## src/verilog/spics_regs.vh

```
`ifndef SPICS_REGS_VH
`define SPICS_REGS_VH
// ***********************************************************
// register indexes (byte address = 4 * index)
// ***********************************************************
`define SPICS_IDX_CTRL      8'hD4
`define SPICS_IDX_STAT      8'hD5
`define SPICS_IDX_DATA      8'hD6
`define SPICS_IDX_IRQ_STAT  8'hD7
`define SPICS_IDX_IRQ_MASK  8'hD8
// ***********************************************************
// control register fields
// ***********************************************************
`define SPICS_CTRL_RST      8'h14
`define SPICS_C_RATE2       7
`define SPICS_C_ENABLE      6
`define SPICS_C_SS_DIS      5
`define SPICS_C_MASTER      4
`define SPICS_C_CLOCK_POLARITY        3
`define SPICS_C_CLOCK_PHASE        2
`define SPICS_C_RATE1       1
`define SPICS_C_RATE0       0
// ***********************************************************
// status register fields
// ***********************************************************
`define SPICS_S_DONE        7
`define SPICS_S_OVR         5
`define SPICS_S_MODE_FAULT_FLAG        4
`define SPICS_S_TXE         3
`define SPICS_S_UART_MODE_SELECT       2
`define SPICS_S_TXEIE       1
`define SPICS_S_MODE_FAULT_IRQ_ENABLE      0
// ***********************************************************
// interrupt status / mask fields
// ***********************************************************
`define SPICS_I_TXREQ       0
`define SPICS_I_MODFREQ     1
`define SPICS_I_OVR         2
// ***********************************************************
// bus answers and byte count
// ***********************************************************
`define SPICS_RESP_OKAY     2'b00
`define SPICS_RESP_SLVERR   2'b10
`define SPICS_BITS_PER_BYTE 4'h8
`endif

```

## src/verilog/spics_rate_div.v

```verilog
`timescale 1ns/100ps
`include "spics_regs.vh"

// half-period tick for the master serial clock
module spics_rate_div (
	input  wire       clk,
	input  wire       arst_n,
	input  wire       run,      // master transfer under way
	input  wire [2:0] code,     // rate select
	output reg        tick      // one-cycle pulse per half period
);
	reg  [6:0] cnt;            // cycles into the half period
	wire [6:0] half_m1;        // half period minus one
	wire       valid;          // codes 000 and 111 stop the clock

	assign valid   = (code != 3'h0) && (code != 3'h7);
	assign half_m1 = (7'h01 << code) - 7'h01;

	// ***********************************************************
	// counter: resets whenever the engine is idle so each
	// byte starts with a full half period
	// ***********************************************************
	always @(posedge clk or negedge arst_n) begin
		if (!arst_n) begin
			cnt  <= 7'h00;
			tick <= 1'b0;
		end else if (!run || !valid) begin
			// invalid code leaves the clock stopped
			cnt  <= 7'h00;
			tick <= 1'b0;
		end else if (cnt == half_m1) begin
			cnt  <= 7'h00;
			tick <= 1'b1;
		end else begin
			cnt  <= cnt + 7'h01;
			tick <= 1'b0;
		end
	end
endmodule // spics_rate_div

```

## src/verilog/spics_top.v

```verilog
`timescale 1ns/100ps
`include "spics_regs.vh"

// Function
// - tx-empty flag set when buffer empty
// - tx request from tx-empty only when enabled
// - idle clock level follows clock polarity
// - phase picks leading or trailing sample edge
// - rate codes divide by 4..128, ends invalid
// - control register resets to 0x14
// - done flag set on byte completion
// - done cleared by data access after status read
// - overrun on byte while done set, keep old
// - overrun cleared by status read
// - status register bit layout
// - reserved status bit six reads zero
// - tx request from done only when enable clear
// - mode fault on select level contradicting role
module spics_top (
	input  wire        clk,
	input  wire        arst_n,
	input  wire [11:0] s_axi_awaddr,
	input  wire        s_axi_awvalid,
	output reg         s_axi_awready,
	input  wire [31:0] s_axi_wdata,
	input  wire [3:0]  s_axi_wstrb,
	input  wire        s_axi_wvalid,
	output reg         s_axi_wready,
	output reg  [1:0]  s_axi_bresp,
	output reg         s_axi_bvalid,
	input  wire        s_axi_bready,
	input  wire [11:0] s_axi_araddr,
	input  wire        s_axi_arvalid,
	output reg         s_axi_arready,
	output reg  [31:0] s_axi_rdata,
	output reg  [1:0]  s_axi_rresp,
	output reg         s_axi_rvalid,
	input  wire        s_axi_rready,
	input  wire        sck_in,
	output reg         sck_out,
	output reg         sck_oe,
	input  wire        mosi_in,
	output wire        mosi_out,
	output reg         mosi_oe,
	input  wire        miso_in,
	output wire        miso_out,
	output reg         miso_oe,
	input  wire        ss_n_in,
	output reg         irq
);
	// ***********************************************************
	// register decode helper
	// ***********************************************************
	function hit;
		input [11:0] addr;
		input [7:0]  idx;
		begin
			hit = (addr[11:2] == {2'b00, idx});
		end
	endfunction

	// ***********************************************************
	// state
	// ***********************************************************
	reg  [7:0]  ctrl;          // serial interface control
	reg         done_flag;     // byte complete
	reg         ovr_flag;      // overrun
	reg         mode_fault_flag_flag;     // mode fault
	reg         txe_flag;      // transmit buffer empty
	reg  [2:0]  stat_wr;       // uart mode, tx-empty ie, mode_fault_flag ie
	reg         clr_armed;     // status read seen with done set
	reg  [7:0]  tx_buf;        // transmit buffer
	reg  [7:0]  rx_data;       // last received byte
	reg  [7:0]  shreg;         // shift register, msb goes out
	reg         latch;         // sampled bit awaiting shift
	reg  [3:0]  bit_cnt;       // samples taken this byte
	reg         busy;          // transfer under way
	reg         phase;         // master clock away from idle
	reg         sck_prev;      // last slave clock level
	reg  [2:0]  irq_stat;      // sticky events
	reg  [2:0]  irq_mask;      // event enables
	reg         txreq_prev;    // last tx request level
	reg         modreq_prev;   // last mode-fault request level
	reg         aw_got;        // write address held
	reg         w_got;         // write data held
	reg  [11:0] aw_addr;       // held write address
	reg  [7:0]  w_byte;        // held write data, low lane
	reg         w_lane;        // low byte lane enabled

	wire        en       = ctrl[`SPICS_C_ENABLE];
	wire        master   = ctrl[`SPICS_C_MASTER];
	wire        clock_polarity     = ctrl[`SPICS_C_CLOCK_POLARITY];
	wire        clock_phase     = ctrl[`SPICS_C_CLOCK_PHASE];
	wire        ss_dis   = ctrl[`SPICS_C_SS_DIS];
	wire [2:0]  rate     = {ctrl[`SPICS_C_RATE2], ctrl[`SPICS_C_RATE1],
	                        ctrl[`SPICS_C_RATE0]};
	wire        txeie    = stat_wr[1];
	wire        mode_fault_irq_enable   = stat_wr[0];
	wire        tick;
	wire        sdi      = master ? miso_in : mosi_in;
	wire        sel      = ss_dis | ~ss_n_in;
	wire [7:0]  stat_val;
	wire        wr_go    = aw_got & w_got & ~s_axi_bvalid;
	wire        rd_go    = s_axi_arvalid & s_axi_arready;
	wire        wr_ctrl  = wr_go & w_lane & hit(aw_addr, `SPICS_IDX_CTRL);
	wire        wr_stat  = wr_go & w_lane & hit(aw_addr, `SPICS_IDX_STAT);
	wire        wr_data  = wr_go & w_lane & hit(aw_addr, `SPICS_IDX_DATA);
	wire        wr_mask  = wr_go & w_lane & hit(aw_addr, `SPICS_IDX_IRQ_MASK);
	wire        rd_stat  = rd_go & hit(s_axi_araddr, `SPICS_IDX_STAT);
	wire        rd_data  = rd_go & hit(s_axi_araddr, `SPICS_IDX_DATA);
	wire        rd_irq   = rd_go & hit(s_axi_araddr, `SPICS_IDX_IRQ_STAT);
	wire        m_lead   = tick & ~phase;
	wire        m_trail  = tick & phase;
	wire        s_edge   = busy & ~master & (sck_in != sck_prev);
	wire        lead     = master ? m_lead : (s_edge & (sck_in != clock_polarity));
	wire        trail    = master ? m_trail : (s_edge & (sck_in == clock_polarity));
	wire        fault    = en & ~ss_dis & ~ss_n_in & master
	                     | en & ~ss_dis & ss_n_in & ~master & busy;
	wire        complete = ~fault & trail &
	                       (clock_phase ? (bit_cnt == `SPICS_BITS_PER_BYTE - 4'h1)
	                             : (bit_cnt == `SPICS_BITS_PER_BYTE));
	wire [7:0]  rx_byte  = {shreg[6:0], clock_phase ? sdi : latch};
	wire        tx_req   = txeie ? txe_flag : done_flag;
	wire        mod_req  = mode_fault_flag_flag & mode_fault_irq_enable;
	wire [2:0]  events   = {complete & done_flag, mod_req & ~modreq_prev,
	                        tx_req & ~txreq_prev};
	wire        next_irq = |(irq_stat & irq_mask);

	// status layout, reserved bit six reads as zero
	assign stat_val = {done_flag, 1'b0, ovr_flag, mode_fault_flag_flag, txe_flag,
	                   stat_wr};
	assign mosi_out = shreg[7];
	assign miso_out = shreg[7];

	// ***********************************************************
	// master clock divider
	// ***********************************************************
	spics_rate_div u_div (
		.clk    (clk),
		.arst_n (arst_n),
		.run    (busy & master),
		.code   (rate),
		.tick   (tick)
	);

	// ***********************************************************
	// bus write channels: address and data taken in any order
	// ***********************************************************
	always @(posedge clk or negedge arst_n) begin
		if (!arst_n) begin
			aw_got        <= 1'b0;
			w_got         <= 1'b0;
			aw_addr       <= 12'h000;
			w_byte        <= 8'h00;
			w_lane        <= 1'b0;
			s_axi_awready <= 1'b0;
			s_axi_wready  <= 1'b0;
			s_axi_bvalid  <= 1'b0;
			s_axi_bresp   <= `SPICS_RESP_OKAY;
		end else begin
			// ready only while nothing is held, so a beat is never lost
			s_axi_awready <= ~aw_got & ~(s_axi_awvalid & s_axi_awready);
			s_axi_wready  <= ~w_got & ~(s_axi_wvalid & s_axi_wready);
			if (s_axi_awvalid & s_axi_awready) begin
				aw_got  <= 1'b1;
				aw_addr <= s_axi_awaddr;
			end
			if (s_axi_wvalid & s_axi_wready) begin
				w_got  <= 1'b1;
				w_byte <= s_axi_wdata[7:0];
				w_lane <= s_axi_wstrb[0];
			end
			if (wr_go) begin
				s_axi_bvalid <= 1'b1;
				if (hit(aw_addr, `SPICS_IDX_CTRL) | hit(aw_addr, `SPICS_IDX_STAT) |
				    hit(aw_addr, `SPICS_IDX_DATA) | hit(aw_addr, `SPICS_IDX_IRQ_STAT) |
				    hit(aw_addr, `SPICS_IDX_IRQ_MASK)) begin
					s_axi_bresp <= `SPICS_RESP_OKAY;
				end else begin
					s_axi_bresp <= `SPICS_RESP_SLVERR;
				end
			end else if (s_axi_bvalid & s_axi_bready) begin
				// response taken: free both holding slots
				s_axi_bvalid <= 1'b0;
				aw_got       <= 1'b0;
				w_got        <= 1'b0;
			end
		end
	end

	// ***********************************************************
	// bus read channel: one-cycle answer
	// ***********************************************************
	always @(posedge clk or negedge arst_n) begin
		if (!arst_n) begin
			s_axi_arready <= 1'b0;
			s_axi_rvalid  <= 1'b0;
			s_axi_rdata   <= 32'h0000_0000;
			s_axi_rresp   <= `SPICS_RESP_OKAY;
		end else begin
			s_axi_arready <= ~s_axi_rvalid & ~rd_go;
			if (rd_go) begin
				s_axi_rvalid <= 1'b1;
				s_axi_rresp  <= `SPICS_RESP_OKAY;
				if (hit(s_axi_araddr, `SPICS_IDX_CTRL)) begin
					s_axi_rdata <= {24'h00_0000, ctrl};
				end else if (hit(s_axi_araddr, `SPICS_IDX_STAT)) begin
					s_axi_rdata <= {24'h00_0000, stat_val};
				end else if (hit(s_axi_araddr, `SPICS_IDX_DATA)) begin
					s_axi_rdata <= {24'h00_0000, rx_data};
				end else if (hit(s_axi_araddr, `SPICS_IDX_IRQ_STAT)) begin
					s_axi_rdata <= {29'h0000_0000, irq_stat};
				end else if (hit(s_axi_araddr, `SPICS_IDX_IRQ_MASK)) begin
					s_axi_rdata <= {29'h0000_0000, irq_mask};
				end else begin
					// unmapped: zero data and slave error
					s_axi_rdata <= 32'h0000_0000;
					s_axi_rresp <= `SPICS_RESP_SLVERR;
				end
			end else if (s_axi_rvalid & s_axi_rready) begin
				s_axi_rvalid <= 1'b0;
			end
		end
	end

	// ***********************************************************
	// software registers and status flags (set beats clear)
	// ***********************************************************
	always @(posedge clk or negedge arst_n) begin
		if (!arst_n) begin
			ctrl      <= `SPICS_CTRL_RST;
			stat_wr   <= 3'h0;
			irq_mask  <= 3'h0;
			done_flag <= 1'b0;
			ovr_flag  <= 1'b0;
			mode_fault_flag_flag <= 1'b0;
			clr_armed <= 1'b0;
			rx_data   <= 8'h00;
		end else begin
			if (wr_ctrl) begin
				ctrl <= w_byte;
			end
			if (wr_stat) begin
				stat_wr <= w_byte[2:0];
			end
			if (wr_mask) begin
				irq_mask <= w_byte[2:0];
			end
			// arm the done clear only from a status read that saw it set
			if (rd_stat) begin
				clr_armed <= done_flag;
			end else if (rd_data | wr_data) begin
				clr_armed <= 1'b0;
			end
			if (complete & ~done_flag) begin
				done_flag <= 1'b1;
				rx_data   <= rx_byte;
			end else if (clr_armed & (rd_data | wr_data)) begin
				done_flag <= 1'b0;
			end
			// old byte kept: an overrun always means data lost
			if (complete & done_flag) begin
				ovr_flag <= 1'b1;
			end else if (rd_stat) begin
				ovr_flag <= 1'b0;
			end
			if (fault) begin
				mode_fault_flag_flag <= 1'b1;
			end else if (rd_stat) begin
				mode_fault_flag_flag <= 1'b0;
			end
		end
	end

	// ***********************************************************
	// transmit buffer and tx-empty flag
	// ***********************************************************
	always @(posedge clk or negedge arst_n) begin
		if (!arst_n) begin
			tx_buf   <= 8'h00;
			txe_flag <= 1'b1;
		end else if (wr_data) begin
			tx_buf   <= w_byte;
			txe_flag <= 1'b0;
		end else if (~busy & en & ~fault & (master | sel)) begin
			// buffer moves to the shifter at byte start
			txe_flag <= 1'b1;
		end
	end

	// ***********************************************************
	// shift engine shared by master and slave
	// ***********************************************************
	always @(posedge clk or negedge arst_n) begin
		if (!arst_n) begin
			busy    <= 1'b0;
			phase   <= 1'b0;
			shreg   <= 8'h00;
			latch   <= 1'b0;
			bit_cnt <= 4'h0;
		end else if (fault | ~en) begin
			// abort: drop the byte in flight
			busy    <= 1'b0;
			phase   <= 1'b0;
			bit_cnt <= 4'h0;
		end else if (~busy) begin
			phase   <= 1'b0;
			bit_cnt <= 4'h0;
			if (master ? ~txe_flag : sel) begin
				busy  <= 1'b1;
				shreg <= txe_flag ? shreg : tx_buf;
			end
		end else begin
			if (master & tick) begin
				phase <= ~phase;
			end
			if (lead) begin
				if (!clock_phase) begin
					latch   <= sdi;
					bit_cnt <= bit_cnt + 4'h1;
				end else if (bit_cnt != 4'h0) begin
					shreg <= {shreg[6:0], latch};
				end
			end
			if (trail) begin
				if (clock_phase) begin
					latch   <= sdi;
					bit_cnt <= bit_cnt + 4'h1;
				end else begin
					shreg <= {shreg[6:0], latch};
				end
			end
			if (complete) begin
				busy  <= 1'b0;
				shreg <= rx_byte;
			end
		end
	end

	// ***********************************************************
	// pin drivers
	// ***********************************************************
	always @(posedge clk or negedge arst_n) begin
		if (!arst_n) begin
			sck_out  <= 1'b0;
			sck_oe   <= 1'b0;
			mosi_oe  <= 1'b0;
			miso_oe  <= 1'b0;
			sck_prev <= 1'b0;
		end else begin
			sck_prev <= sck_in;
			// idle level equals polarity, phase flips it
			sck_out  <= clock_polarity ^ (phase & ~(master & tick)) ^ (master & tick & ~phase);
			sck_oe   <= en & master & ~mode_fault_flag_flag;
			mosi_oe  <= en & master & ~mode_fault_flag_flag;
			miso_oe  <= en & ~master & sel;
		end
	end

	// ***********************************************************
	// interrupt: sticky events, read clears, set wins
	// ***********************************************************
	always @(posedge clk or negedge arst_n) begin
		if (!arst_n) begin
			irq_stat    <= 3'h0;
			txreq_prev  <= 1'b0;
			modreq_prev <= 1'b0;
			irq         <= 1'b0;
		end else begin
			txreq_prev  <= tx_req;
			modreq_prev <= mod_req;
			irq_stat    <= (rd_irq ? 3'h0 : irq_stat) | events;
			irq         <= next_irq;
		end
	end
endmodule // spics_top

```

## config.mk

```make
export PLATFORM = sky130hd
export DESIGN_NAME = spics_top
export DESIGN_NICKNAME = d
export VERILOG_FILES = /design/src/verilog/spics_rate_div.v /design/src/verilog/spics_top.v
export VERILOG_INCLUDE_DIRS = /design/src /design/src/verilog
export SDC_FILE = /design/constraint.sdc
export NUM_CORES = 1
export LEC_CHECK = 0
export ABC_AREA = 0
export ABC_CLOCK_PERIOD_IN_PS = 2700
export BUFFER_PORTS_ARGS = -buffer_cell sky130_fd_sc_hd__buf_2
export CAP_MARGIN = 20
export CORE_AREA = 2 2 147 149
export DETAILED_ROUTE_END_ITERATION = 16
export DIE_AREA = 0 0 149 151
export HOLD_SLACK_MARGIN = 0.06
export MAX_ROUTING_LAYER = met4
export PLACE_DENSITY = 0.47
export SLEW_MARGIN = 30
export SYNTH_ARGS = -nofsm -noshare
export SYNTH_HDL_FRONTEND = slang
export SYNTH_SLANG_ARGS = --single-unit
```

## constraint.sdc

```tcl
create_clock -name clk -period 2.7 [get_ports clk]
set_clock_uncertainty 0.05 [all_clocks]
set_input_delay 0.54 -clock clk [delete_from_list [all_inputs] [get_ports clk]]
set_output_delay 0.54 -clock clk [all_outputs]
set_load 0.1 [all_outputs]
```

# [After elaboration in Yosys (flattened, before gate mapping)]
# Cells that the tools add are included.
[word_totals] word_cells=229 in_bits=71 reg_bits=132 output_inout_bits=48
[op_classes] bitwise_logic=83 addsub=3 shift=1 eq_ne=19 reduce_logical=17 muxes=68
[op_table] cell="$eq 10x8->1 const B" n=10
[op_table] cell="$mux 8" n=12
[op_table] cell="$and 1x1->1" n=49
[op_table] cell="$mux 1" n=39
[op_table] cell="$mux 4" n=6
[op_table] cell="$not 1->1" n=21
[op_table] cell="$reduce_bool 2->1" n=8
[op_table] cell="$mux 7" n=2
[op_table] cell="$mux 2" n=6
[op_table] cell="$mux 3" n=3
[op_table] cell="$or 1x1->1" n=9
[op_table] cell="$add 7x1->7 const B" n=1
[op_table] cell="$eq 7x7->1" n=1
[op_table] cell="$shl 1x3->7 const A" n=1
[op_table] cell="$sub 7x1->7 const B" n=1
[op_table] cell="$add 4x1->4 const B" n=1
[op_table] cell="$eq 4x3->1 const B" n=1
[op_table] cell="$eq 4x4->1 const B" n=1
[op_table] cell="$reduce_bool 4->1" n=1
[op_table] cell="$and 3x3->3" n=1
[op_table] cell="$ne 3x1->1 const B" n=1
[op_table] cell="$ne 3x3->1 const B" n=1
[op_table] cell="$or 3x3->3" n=1
[op_table] cell="$reduce_and 3->1" n=1
[op_table] cell="other kinds (10)" n=13

# [Depth between registers and ports, before layout]
[depth] ltp_word=12 depth_mapped=10 ltp_nobuf=9

# [By module]
# Synthesis repeated with hierarchy kept, for this count alone.
[unflattened] cells_unflattened=493 hier_area_um2=5373.9
[by_module_without_submodules] mod="spics_top" n_inst=1 seq_area_each_um2=2406.1 cells_each=418 area_per_inst_um2=4697.0
[by_module_without_submodules] mod="spics_rate_div" n_inst=1 seq_area_each_um2=200.2 cells_each=75 area_per_inst_um2=676.9

# [Worst setup path before layout]
# No wires, ideal clock.
[synth_timing] path_type="register to register" from="register s_axi_bvalid" to="register ctrl[0]" stages_incl_launch_ff=7 setup_time_ps=125 n_path_buf=1 slack_ps=205 arrival_ps=2320 path_cell_list="dfrtp_1 > inv_1 > nand4_1 > or4_4 > or3_1 > buf_6 > mux2_4"
[synth_via] elab_chain_len=4
[synth_lines] element="start: declaration" line="spics_top.v:30" text="output reg s_axi_bvalid,"
[synth_lines] element="start signal: assignment" line="spics_top.v:158" text="s_axi_bvalid <= 1'b0;"
[synth_lines] element="start signal: assignment" line="spics_top.v:174" text="s_axi_bvalid <= 1'b1;"
[synth_lines] element="start signal: assignment" line="spics_top.v:184" text="s_axi_bvalid <= 1'b0;"
[synth_lines] element="$not 1->1" line="spics_top.v:103" text="wire wr_go = aw_got & w_got & ~s_axi_bvalid;"
[synth_lines] element="$and 1x1->1" line="spics_top.v:103"
[synth_lines] element="$and 1x1->1 (2 in series)" line="spics_top.v:105" text="wire wr_ctrl = wr_go & w_lane & hit(aw_addr, `SPICS_IDX_CTRL);"
[synth_lines] element="end signal: assignment" line="spics_top.v:231" text="ctrl <= `SPICS_CTRL_RST;"
[synth_lines] element="end signal: assignment" line="spics_top.v:241" text="ctrl <= w_byte;"
[synth_lines] element="end: declaration" line="spics_top.v:65" text="reg [7:0] ctrl;"
# Every way passes these cells.
# A chain may end at the register's enable or synchronous reset.

# [Worst setup path after layout]
[layout_timing] from="register ctrl[4]" to="register shreg[2]"
[layout_via] elab_chain_len=10 elab_cells_between_ends=24 classes_between="mux (8); bitwise (14); reduce/logical (2)"
[layout_lines] element="$not 1->1" line="spics_top.v:114, spics_top.v:118"
[layout_lines] element="$and 1x1->1 (2 in series)" line="spics_top.v:114" text="wire s_edge = busy & ~master & (sck_in != sck_prev);"
[layout_lines] element="$and 1x1->1" line="spics_top.v:115" text="wire lead = master ? m_lead : (s_edge & (sck_in != clock_polarity));"
[layout_lines] element="$mux 1" line="spics_top.v:115"
[layout_lines] element="$mux 8" line="spics_top.v:317" text="if (lead) begin"
[layout_lines] element="$mux 8" line="spics_top.v:326" text="if (clock_phase) begin"
[layout_lines] element="$mux 8" line="spics_top.v:325" text="if (trail) begin"
[layout_lines] element="$mux 8" line="spics_top.v:333" text="if (complete) begin"
[layout_lines] element="$mux 8" line="spics_top.v:306" text="end else if (~busy) begin"
[layout_lines] element="end signal: assignment" line="spics_top.v:311" text="shreg <= txe_flag ? shreg : tx_buf;"
[layout_lines] element="end signal: assignment" line="spics_top.v:330" text="shreg <= {shreg[6:0], latch};"
[layout_lines] element="end signal: assignment" line="spics_top.v:335" text="shreg <= rx_byte;"
[layout_lines] element="end: declaration" line="spics_top.v:74" text="reg [7:0] shreg;"
# Parallel ways exist; a longest one is shown, timed or not.

==> qor.yml <==
status: "complete, no violations"
finalSetupTns_ns: 0
cts-hold-fix-buffers: 0
cp_cell_sequence: "buf_4 > xnor2_1 > o21ai_0 > a21oi_1 > nand2_1 > o22ai_1 > a21oi_1"
clk_latency_ns: 0.35
crit_arrival_ns: 2.55
vias: 3529
report.final.slew_viol_count: 0
reg2reg_from: "ctrl[4]"
fp.dieW_microns: 149
cp_max_fo: 9
worstSetupEndpointType: "flip-flop"
nets: 597
drive_gt1_share_pct: 30.0
peakVddDrop_v: 0.000623
netlist_instances: 455
core-area_sq_mm: 0.0208
max_slew_margin_pct: 59.5
path_class: "reg2reg"
post_cts_buffers: 0
cp_top_family: "compound AO/OA/AOI/OAI gates"
post_cts_resized: 0
p_per_area_mw_per_mm2: 729
htreeDepth: 3
path_depth: 7
synthArstFlopShare_pct: 100
fmax_mhz: 421
numCtsBuffers: 9
power.leakage_nw: 2.79
path_clk_slew_ns: 0.08
wl_per_cell_microns: 14.5
required_ns: 2.87
grt.total_usage_pct: 11.0
yosysSeqAreaShare_pct: 50.9
fin_crit_sh_pct: 88.0
finalHoldViolCount: 0
port_buffers: 61
overflow: 0
ant_nets: 0
cap_viol_max_count: 0
postRouteWirelength_microns: 11600
cp_slowest_cell: "dfstp_2"
ios: 119
rows: 53
max_stage_delay_ns: 0.63
cts-root-buf: "clkbuf_16"
grt_first_pass_wirelength_microns: 18500
cts_tree: "yes"
setup_viol: 0
period_needed_ns: 2.38
synth_edf_count: 0
antenna_found_initial: 0
tightestPinTransition_ns: 0.608
die-area_sq_mm: 0.0225
start_util_pct: 24.6
synth.distinct_cells: 65
avgViaCountPerCell: 4.40
ys.flop_type: "dfrtp_1"
gp_congestion: 0.825
rrSetupSlack_ns: 0.32
startpoint_type: "flip-flop"
synth-seq-cells: 104
cts.path.max_buffers: 2
grt_max_degree: 44
drt_first_pass_iters: 4
startpoint: "ctrl[4]"
hold_class: "in2async"
n_antenna_cell: 0
crit_buf_inv: 1
areaGrowthSynthToFinish_pct: 16.7
die_h_microns: 151
syn_area_sq_mm: 0.00512
final_util_pct: 28.7
dp_hpwl_microns: 8850
synth_warnings: 0
grt_pass1_vias: 3529
cts.sinks: 104
reg2reg_depth: 7
drt-initial-drc-count: 187
rsz0062_at_grt: "no"
crit_top_cell: "a21oi_1"
timing.rr.end: "shreg[2]"
syn_area_per_cell_sq_um: 11.2
drcViolationCount: 0
crit_end: "shreg[2]"
area by class of cell:
cell class / count / area [sq um]
repair buffers: 76 / 433
flip-flops and latches: 104 / 2610
well taps: 275 / 344
fillers: 2204 / 14900
clock inverters: 6 / 52.6
multi-input cells: 317 / 2250
clock buffers: 10 / 229
inverters: 14 / 52.6
cell usage in the layout (no fill, tap or decap), types with 9 or more instances in the layout:
master / n
xnor2_1: 10
clkbuf_16: 9
nor2_1: 27
mux2i_1: 10
nand2_1: 24
conb_1: 26
a21oi_1: 22
buf_2: 60
buf_4: 15
inv_1: 14
o22ai_1: 11
dfrtp_1: 101
o21ai_0: 21
mux2_2: 44
nand3_1: 11
report_power, final:
group | internal, W | switching [W] | total (W)
clock network | 0.000641 | 0.000608 | 0.00125
logic | 0.000314 | 0.000745 | 0.00106
registers | 0.00181 | 0.000238 | 0.00204
total | 0.00276 | 0.00159 | 0.00435
metrics by stage:
step / setup slack, ns / instance area (sq um) / instances / power (W) / hold WS, ns
2_1_floorplan: 0.205 / 5210 / 480 / 0.00289 / 0.194
3_3_place_gp: 0.195 / 5690 / 786 / 0.00312 / 0.379
3_5_place_dp: 0.183 / 5690 / 786 / 0.00315 / 0.391
4_1_cts: 0.319 / 5970 / 802 / 0.00442 / 0.153
5_1_grt: 0.110 / 5970 / 802 / 0.00458 / 0.178
6_report: 0.324 / 5970 / 802 / 0.00435 / 0.138
synthesized netlist by cell type, types with 2 or more instances:
library cell	n	share of area, %
or3_1	6	0.73
nor2b_1	8	0.98
nand2_1	24	1.8
o2bb2ai_1	4	0.68
o31ai_1	8	1.2
or2_2	3	0.37
nor3b_1	7	1.0
o21ai_0	21	2.1
a31oi_1	3	0.37
o22a_1	2	0.34
nand3_1	11	1.1
a21o_1	3	0.44
a21oi_1	22	2.2
or4_4	2	0.44
nor4bb_1	2	0.39
mux2_4	8	2.3
inv_1	14	1.0
nand4_1	3	0.37
xor2_1	7	1.2
mux2i_1	10	2.0
ha_1	4	0.98
o22ai_1	11	1.3
buf_2	4	0.39
dfrtp_1	101	49
mux2_2	44	9.7
buf_4	29	4.3
buf_6	2	0.44
dfstp_2	3	1.5
nor2_1	27	2.0
nand2b_1	7	0.86
clkbuf_1	8	0.59
xnor2_1	10	1.7
nor4b_1	2	0.34
and3_1	3	0.37
a22o_1	2	0.34
flip-flops by register name (all words and copies together) (netlist names), 4 cells and up:
signal / flops
aw_addr: 10
ctrl: 8
rx_data: 8
s_axi_rdata: 8
shreg: 8
tx_buf: 8
w_byte: 8
u_div.cnt: 7
bit_cnt: 4
per-layer routing:
metal,up-vias,global-route usage (%),wire (microns)
met1,1730,14.1,5510
li1,1705,-,-
met2,86,17.4,5530
met4,0,3.57,95
met5,-,-,0
met3,8,2.38,475
cell families after synthesis:
logic type / Yosys count / synth area share, %
multiplexers: 62 / 14.0
AND/OR/NAND/NOR: 118 / 12.9
flip-flops: 104 / 50.9
buffers and inverters: 59 / 6.87
XOR/XNOR: 17 / 2.91
adder cells (fa/ha/maj): 4 / 0.978
AO/OA/AOI/OAI: 90 / 11.3
other: 1 / 0.0733
how the worst min path moves through the flow:
stage / from / to / cells past startpoint
final: arst_n / miso_oe / 1
after global routing: arst_n / miso_oe / 1
after CTS: arst_n / miso_oe / 1
after detailed placement: s_axi_rvalid / s_axi_arready / 1
after global placement: s_axi_rvalid / s_axi_arready / 1
after floorplan: arst_n / aw_addr[10] / 0
Power figures use the tool's default switching activity.
